$ cat config.mk
export PLATFORM = sky130hd
export DESIGN_NAME = phy_status_summary
export DESIGN_NICKNAME = d
export VERILOG_FILES = /design/src/phy_status_pkg.sv /design/src/sticky_if.sv /design/src/phy_status_summary.sv /design/src/sticky_flag.sv
export SDC_FILE = /design/constraint.sdc
export NUM_CORES = 1
export LEC_CHECK = 0
export BUFFER_PORTS_ARGS = -buffer_cell sky130_fd_sc_hd__buf_2
export CORE_UTILIZATION = 55
export CTS_CLUSTER_DIAMETER = 150
export DETAILED_ROUTE_END_ITERATION = 8
export PLACE_DENSITY = 0.84
export SLEW_MARGIN = 20
export SYNTH_ARGS = -nofsm -noshare
export SYNTH_HDL_FRONTEND = slang
export SYNTH_SLANG_ARGS = --single-unit
$ cat constraint.sdc
create_clock -name ref_clk_in -period 3.35 [get_ports ref_clk_in]
set_clock_uncertainty 0.2 [all_clocks]
set_input_delay 0.335 -clock ref_clk_in [delete_from_list [all_inputs] [get_ports ref_clk_in]]
set_output_delay 0.335 -clock ref_clk_in [all_outputs]
set_load 0.02 [all_outputs]
$ cat src/phy_status_pkg.sv
package phy_status_pkg;
   // ==================================================
   // register map
   localparam logic [4:0]  ADDR_STATUS_SUMMARY = 5'h10;
   localparam logic [4:0]  ADDR_AN_EXPANSION   = 5'h06;
   localparam logic [4:0]  ADDR_BASIC_STATUS   = 5'h01;
   localparam logic [4:0]  ADDR_FALSE_CARRIER  = 5'h14;
   localparam logic [4:0]  ADDR_RX_ERROR       = 5'h15;
   localparam logic [4:0]  ADDR_TEN_STATUS     = 5'h0a;
   localparam logic [15:0] STATUS_RESET        = 16'h0000;
   // ==================================================
   // field positions
   localparam int BIT_LINK        = 0;
   localparam int BIT_SPEED10     = 1;
   localparam int BIT_DUPLEX      = 2;
   localparam int BIT_LOOPBACK    = 3;
   localparam int BIT_AN_DONE     = 4;
   localparam int BIT_JABBER      = 5;
   localparam int BIT_REMOTE_FLT  = 6;
   localparam int BIT_RSVD_LO     = 7;
   localparam int BIT_PAGE_RX     = 8;
   localparam int BIT_DESCR_LOCK  = 9;
   localparam int BIT_SIG_DETECT  = 10;
   localparam int BIT_FALSE_CARR  = 11;
   localparam int BIT_POLARITY    = 12;
   localparam int BIT_RX_ERR      = 13;
   localparam int BIT_CROSSOVER   = 14;
   localparam int BIT_RSVD_HI     = 15;
endpackage : phy_status_pkg

$ cat src/sticky_if.sv
`timescale 1ns/10ps
`default_nettype none
// set and clear strobes for the hardware-set, read-cleared flags
interface sticky_if;
   logic set_strobe;
   logic clear_strobe;
   logic flag;
   modport owner (input set_strobe, input clear_strobe, output flag);
   modport user  (output set_strobe, output clear_strobe, input flag);
endinterface : sticky_if
`default_nettype wire

$ cat src/phy_status_summary.sv
`timescale 1ns/10ps
`default_nettype none
module phy_status_summary (
   input  wire logic        ref_clk_in,
   input  wire logic        reset_n_in,
   input  wire logic        reg_read_in,
   input  wire logic [4:0]  reg_addr_in,
   input  wire logic        crossover_auto_enable_in,
   input  wire logic        crossover_force_in,
   input  wire logic        crossover_swapped_in,
   input  wire logic        rx_error_event_in,
   input  wire logic        false_carrier_event_in,
   input  wire logic        polarity_inverted_in,
   input  wire logic        signal_detect_in,
   input  wire logic        descrambler_lock_in,
   input  wire logic        page_received_event_in,
   input  wire logic        remote_fault_event_in,
   input  wire logic        jabber_status_in,
   input  wire logic        autoneg_complete_in,
   input  wire logic        loopback_enable_in,
   input  wire logic        full_duplex_in,
   input  wire logic        speed_10_in,
   input  wire logic        link_status_in,
   output logic      [15:0] read_data_out,
   output logic             read_valid_out
);
   import phy_status_pkg::*;

   // ==================================================
   // pin synchronisers (all status sources are asynchronous to the clock)
   localparam int N_SYNC = 15;
   logic [N_SYNC-1:0] raw;
   logic [N_SYNC-1:0] sync_a;
   logic [N_SYNC-1:0] sync_b;
   assign raw = {crossover_auto_enable_in, crossover_force_in, crossover_swapped_in,
                 rx_error_event_in, false_carrier_event_in, polarity_inverted_in,
                 signal_detect_in, descrambler_lock_in, page_received_event_in,
                 remote_fault_event_in, jabber_status_in, autoneg_complete_in,
                 loopback_enable_in, full_duplex_in, speed_10_in};
   logic link_a;
   logic link_s;

   always_ff @(posedge ref_clk_in or negedge reset_n_in) begin
      if (!reset_n_in) begin
         sync_a <= '0;
         sync_b <= '0;
         link_a <= 1'b0;
         link_s <= 1'b0;
      end else begin
         sync_a <= raw;
         sync_b <= sync_a;
         link_a <= link_status_in;
         link_s <= link_a;
      end
   end

   logic x_en, x_force, x_swap, rx_err, f_carr, pol, sig_det, d_lock;
   logic page_ev, rfault_ev, jabber, an_done, loopback, duplex, spd10;
   assign {x_en, x_force, x_swap, rx_err, f_carr, pol, sig_det, d_lock,
           page_ev, rfault_ev, jabber, an_done, loopback, duplex, spd10} = sync_b;

   // ==================================================
   // read strobes by address
   function automatic logic read_of(input logic rd, input logic [4:0] a,
                                    input logic [4:0] target);
      read_of = rd && (a == target);
   endfunction : read_of

   logic rd_self, rd_rxerr, rd_fcarr, rd_ten, rd_autoneg_expansion_reg, rd_basic_mode_status_reg;
   assign rd_self  = read_of(reg_read_in, reg_addr_in, ADDR_STATUS_SUMMARY);
   assign rd_rxerr = read_of(reg_read_in, reg_addr_in, ADDR_RX_ERROR);
   assign rd_fcarr = read_of(reg_read_in, reg_addr_in, ADDR_FALSE_CARRIER);
   assign rd_ten   = read_of(reg_read_in, reg_addr_in, ADDR_TEN_STATUS);
   assign rd_autoneg_expansion_reg  = read_of(reg_read_in, reg_addr_in, ADDR_AN_EXPANSION);
   assign rd_basic_mode_status_reg  = read_of(reg_read_in, reg_addr_in, ADDR_BASIC_STATUS);

   // ==================================================
   // latched-high flags, each cleared by its owning register read
   sticky_if rx_err_if ();
   sticky_if fcarr_if ();
   sticky_if pol_if ();
   sticky_if page_if ();
   sticky_if rfault_if ();

   assign rx_err_if.set_strobe   = rx_err;
   assign rx_err_if.clear_strobe = rd_rxerr;
   assign fcarr_if.set_strobe    = f_carr;
   assign fcarr_if.clear_strobe  = rd_fcarr;
   assign pol_if.set_strobe      = pol;
   assign pol_if.clear_strobe    = rd_ten;
   assign page_if.set_strobe     = page_ev;
   assign page_if.clear_strobe   = rd_autoneg_expansion_reg;
   assign rfault_if.set_strobe   = rfault_ev;
   assign rfault_if.clear_strobe = rd_basic_mode_status_reg;

   sticky_flag u_rx_err (.ref_clk_in(ref_clk_in), .reset_n_in(reset_n_in), .port_if(rx_err_if));
   sticky_flag u_fcarr  (.ref_clk_in(ref_clk_in), .reset_n_in(reset_n_in), .port_if(fcarr_if));
   sticky_flag u_pol    (.ref_clk_in(ref_clk_in), .reset_n_in(reset_n_in), .port_if(pol_if));
   sticky_flag u_page   (.ref_clk_in(ref_clk_in), .reset_n_in(reset_n_in), .port_if(page_if));
   sticky_flag u_rfault (.ref_clk_in(ref_clk_in), .reset_n_in(reset_n_in), .port_if(rfault_if));

   // ==================================================
   // latch-low bits: once low, held low until this register is read
   logic sig_det_held;
   logic d_lock_held;
   logic sig_det_low;
   logic d_lock_low;

   always_ff @(posedge ref_clk_in or negedge reset_n_in) begin
      if (!reset_n_in) begin
         sig_det_low <= 1'b0;
         d_lock_low  <= 1'b0;
      end else begin
         // a fall in the read cycle itself stays caught
         sig_det_low <= !sig_det || (sig_det_low && !rd_self);
         d_lock_low  <= !d_lock  || (d_lock_low  && !rd_self);
      end
   end
   assign sig_det_held = sig_det && !sig_det_low;
   assign d_lock_held  = d_lock  && !d_lock_low;

   // ==================================================
   // crossover state: live only while auto enabled and not forced
   logic crossover;
   always_ff @(posedge ref_clk_in or negedge reset_n_in) begin
      if (!reset_n_in) begin
         crossover <= 1'b0;
      end else if (x_force) begin
         crossover <= 1'b1;
      end else if (x_en) begin
         crossover <= x_swap;
      end else begin
         crossover <= 1'b0;
      end
   end

   // ==================================================
   // assembled word and read port
   logic [15:0] status_word;
   always_comb begin
      status_word                 = STATUS_RESET;
      status_word[BIT_RSVD_HI]    = 1'b0;
      status_word[BIT_RSVD_LO]    = 1'b0;
      status_word[BIT_CROSSOVER]  = crossover;
      status_word[BIT_RX_ERR]     = rx_err_if.flag;
      status_word[BIT_POLARITY]   = pol_if.flag;
      status_word[BIT_FALSE_CARR] = fcarr_if.flag;
      status_word[BIT_SIG_DETECT] = sig_det_held;
      status_word[BIT_DESCR_LOCK] = d_lock_held;
      status_word[BIT_PAGE_RX]    = page_if.flag;
      status_word[BIT_REMOTE_FLT] = rfault_if.flag;
      status_word[BIT_JABBER]     = jabber;
      status_word[BIT_AN_DONE]    = an_done;
      status_word[BIT_LOOPBACK]   = loopback;
      status_word[BIT_DUPLEX]     = duplex;
      status_word[BIT_SPEED10]    = spd10;
      status_word[BIT_LINK]       = link_s;
   end

   always_ff @(posedge ref_clk_in or negedge reset_n_in) begin
      if (!reset_n_in) begin
         read_data_out  <= STATUS_RESET;
         read_valid_out <= 1'b0;
      end else begin
         read_valid_out <= rd_self;
         read_data_out  <= rd_self ? status_word : STATUS_RESET;
      end
   end

   // ==================================================
   // checks
   property p_reserved_zero;
      @(posedge ref_clk_in) disable iff (!reset_n_in)
      read_valid_out |-> (!read_data_out[BIT_RSVD_HI] && !read_data_out[BIT_RSVD_LO]);
   endproperty
   a_reserved_zero: assert property (p_reserved_zero)
      else $error("reserved bit read as one");

   property p_rx_err_sticky;
      @(posedge ref_clk_in) disable iff (!reset_n_in)
      (rx_err_if.flag && !rd_rxerr) |=> rx_err_if.flag;
   endproperty
   a_rx_err_sticky: assert property (p_rx_err_sticky)
      else $error("receive error latch dropped without its read");

   property p_rx_err_set;
      @(posedge ref_clk_in) disable iff (!reset_n_in)
      rx_err |=> rx_err_if.flag;
   endproperty
   a_rx_err_set: assert property (p_rx_err_set)
      else $error("receive error event not latched");

   property p_fcarr_clear;
      @(posedge ref_clk_in) disable iff (!reset_n_in)
      (rd_fcarr && !f_carr) |=> !fcarr_if.flag;
   endproperty
   a_fcarr_clear: assert property (p_fcarr_clear)
      else $error("false carrier latch not cleared by its read");

   property p_pol_not_self_cleared;
      @(posedge ref_clk_in) disable iff (!reset_n_in)
      (pol_if.flag && rd_self) |=> pol_if.flag;
   endproperty
   a_pol_not_self_cleared: assert property (p_pol_not_self_cleared)
      else $error("polarity flag cleared by own read");

   property p_sig_low_held;
      @(posedge ref_clk_in) disable iff (!reset_n_in)
      (!sig_det && !rd_self) ##1 !rd_self |=> !sig_det_held;
   endproperty
   a_sig_low_held: assert property (p_sig_low_held)
      else $error("signal detect low not held");

   property p_lock_low_held;
      @(posedge ref_clk_in) disable iff (!reset_n_in)
      !d_lock |=> !d_lock_held;
   endproperty
   a_lock_low_held: assert property (p_lock_low_held)
      else $error("descrambler lock low not held");

   property p_page_set;
      @(posedge ref_clk_in) disable iff (!reset_n_in)
      (page_ev && !rd_autoneg_expansion_reg) |=> page_if.flag [*1] ##0 (rd_autoneg_expansion_reg || page_if.flag);
   endproperty
   a_page_set: assert property (p_page_set)
      else $error("page received not latched");

   property p_rfault_clear;
      @(posedge ref_clk_in) disable iff (!reset_n_in)
      (rd_basic_mode_status_reg && !rfault_ev) |=> !rfault_if.flag;
   endproperty
   a_rfault_clear: assert property (p_rfault_clear)
      else $error("remote fault not cleared by basic status read");

   property p_read_link;
      @(posedge ref_clk_in) disable iff (!reset_n_in)
      rd_self |=> (read_valid_out && read_data_out[BIT_LINK] == $past(link_s));
   endproperty
   a_read_link: assert property (p_read_link)
      else $error("link bit not returned on read");

   property p_cross_auto;
      @(posedge ref_clk_in) disable iff (!reset_n_in)
      (x_en && !x_force) |=> crossover == $past(x_swap);
   endproperty
   a_cross_auto: assert property (p_cross_auto)
      else $error("crossover not following live state");
endmodule : phy_status_summary
`default_nettype wire

$ cat src/sticky_flag.sv
`timescale 1ns/10ps
`default_nettype none
module sticky_flag (
   input  wire logic ref_clk_in,
   input  wire logic reset_n_in,
   sticky_if.owner   port_if
);
   // ==================================================
   // set wins over a clear in the same cycle
   always_ff @(posedge ref_clk_in or negedge reset_n_in) begin
      if (!reset_n_in) begin
         port_if.flag <= 1'b0;
      end else if (port_if.set_strobe) begin
         port_if.flag <= 1'b1;
      end else if (port_if.clear_strobe) begin
         port_if.flag <= 1'b0;
      end
   end
endmodule : sticky_flag
`default_nettype wire

==> results.toml <==
[die]
dieArea_mm2 = 0.00345
ios = 41
die_x_um = 58.7
initial_core_util = 0.579
die_h_um = 58.7
rows = 20
design.core.area_mm2 = 0.00305

[yosys]
avgSynthCellArea_um2 = 15.5
seq_area_frac_synth = 0.778
synthArstFlopShare = 1.00
synth.distinct_cells = 23
synth-seq-cells = 55
synth_warnings = 0
synthCells = 114
ys.flop_type = "dfrtp_1"
synth_edf_count = 0
yosys.area.top_type = "dfrtp_1"
synth_area_mm2 = 0.00177
synth_area_leaders = "dfrtp_1 (78%), nor3_2 (5.1%), inv_1 (3.2%)"
synth_top_area_share = 0.778

[setup_path]
arrival_ps = 1950
cp_max_fo = 17
rr_startpoint = "sync_b[5]"
crit_required_ps = 3410
crit_path_end_kind = "register"
r2r_slack_ps = 2040
r2r-end = "u_rfault.port_if.flag"
ff2ff_path_depth = 2
path_class = "in -> reg"
startpoint_type = "input pin"

[sta]
relSlewSlack = 0.482
max_freq_mhz = 529
finalCritPeriodShare = 0.564
setup_viol = 0
fin_tns_setup_ps = 0
rsz0062_at_grt = "false"
worst_slew_pin_slew_ps = 776
slew_violations = 0
min_period_ps = 1890
hold_viol = 0

[routing]
wl_per_cell_um = 11.4
vias_per_cell = 4.44
first_pass_iters = 3
first_iter_violations = 13
ant_nets = 0
drc = 0
dr_total_vias = 963
wirelength_mm = 2.47

[clock_network]
cts_made_buffers = 5
clkTransAtPathRegs_ps = 140
cts_max_path_buffers = 2
post_cts_buffers = 0
cts_tree = "built"
hold_buffers = 17
htreeDepth = 2
clkLatencyLatePin_ps = 350
cts.sinks = 55
post_cts_resized = 0
clock-root-buffer = "clkbuf_4"

[place]
place.port_buffers = 38
gp_congestion = 0.735
dp_hpwl_mm = 1.58

[power_and_ir_drop]
power.density_mw_per_mm2 = 478
vdd_ir_drop_max_uv = 310
p_leak_nw = 1.11
report.power.total_w = 0.00106

[final_layout]
area_growth_pct = 25.4
final_common_cell = "dfrtp_1"
diodes = 0
fillCellCount = 226
layout_common_cells = "dfrtp_1 (55), buf_2 (37), dlygate4sd3_1 (18)"
drive_gt1_frac = 0.335
num-nets-final = 196

[outcome]
outcome = "complete, no violations"

[hold_path]
min-delay-start = "reg_addr_in[4]"
hold_class = "in -> reg"
whs_path_depth = 2
holdPathEnd = "u_rx_err.port_if.flag"

[global_route]
overflow = 0
grt_pass1_vias = 937
grt_pass1_wl_mm = 4.14
grt_max_degree = 56
grtUsageTotal = 0.178
antenna_found_initial = 0

[flow_run]
cap_viol_max_count = 0
power by group:
group          switching, W  internal (W)  leakage, nW
Combinational     0.0000336     0.0000300        0.419
Clock              0.000181      0.000123       0.0375
Sequential       0.00000719      0.000686        0.655
Total              0.000222      0.000839         1.11
worst max path at each step:
stage,startpoint,endpoint,slack (ps),depth (start not counted)
6_report,reg_addr_in[0],sig_det_low,1460,4
5_1_grt,reg_addr_in[0],sig_det_low,1420,4
4_1_cts,reset_n_in,read_data_out[2],1720,2
3_5_place_dp,reg_addr_in[1],sig_det_low,1330,3
3_3_place_gp,reg_addr_in[1],d_lock_low,1380,3
2_1_floorplan,reg_addr_in[1],d_lock_low,1790,3
state kept, by name (all words and copies together), names as in the netlist:
signal / count
link_s: 1
u_rfault.port_if.flag: 1
u_pol.port_if.flag: 1
read_valid_out: 1
sync_a: 15
sync_b: 15
read_data_out: 14
u_page.port_if.flag: 1
d_lock_low: 1
u_fcarr.port_if.flag: 1
link_a: 1
u_rx_err.port_if.flag: 1
crossover: 1
sig_det_low: 1
cell type report:
type	instances	area [um^2]	area share
flip-flops and latches	55	1380	0.621
repair buffers	56	373	0.168
multi-input cells	39	284	0.128
clock buffers	7	65.1	0.0293
inverters	15	56.3	0.0254
well taps	44	55.1	0.0248
clock inverters	1	7.51	0.00339
logic make-up after synthesis:
logic type	after synthesis	synth area share
buf+inv	21	0.0630
flops	55	0.778
other cells	1	0.00212
compound gates	8	0.0326
simple gates	29	0.124
per-stage QoR:
step / instance area, um^2 / cells / setup WS [ps] / util / hold WS (ps)
finish: 2220 / 217 / 1460 / 0.726 / 38.0
global route: 2220 / 217 / 1420 / 0.726 / 8.70
CTS: 2200 / 216 / 1720 / 0.722 / 4.34
detailed placement: 1960 / 191 / 1330 / 0.643 / 136
global placement: 1960 / 191 / 1380 / 0.643 / 132
floorplan: 1770 / 115 / 1790 / - / -161
cells in the mapped netlist (all sizes together) (2+ instances only):
library cell and n:
inv 15, dfrtp 55, buf 5, nand2b 3, nor3 14, nor3b 3, o31a 2, a21oi 3
nor2 5
metal layers:
layer | GRT usage | vias to the layer above | wire length (um)
met3 | 0.0615 | 9 | 90
met5 | 0 | - | 0
met2 | 0.291 | 29 | 1310
met1 | 0.190 | 452 | 979
li1 | - | 473 | -
met4 | 0.139 | 0 | 91
worst max-delay path: stages:
cell and delay (ps):
dlygate4sd3_1 530, buf_2 150, nand2b_1 480, o31a_1 450
Power figures use the tool's default switching activity.
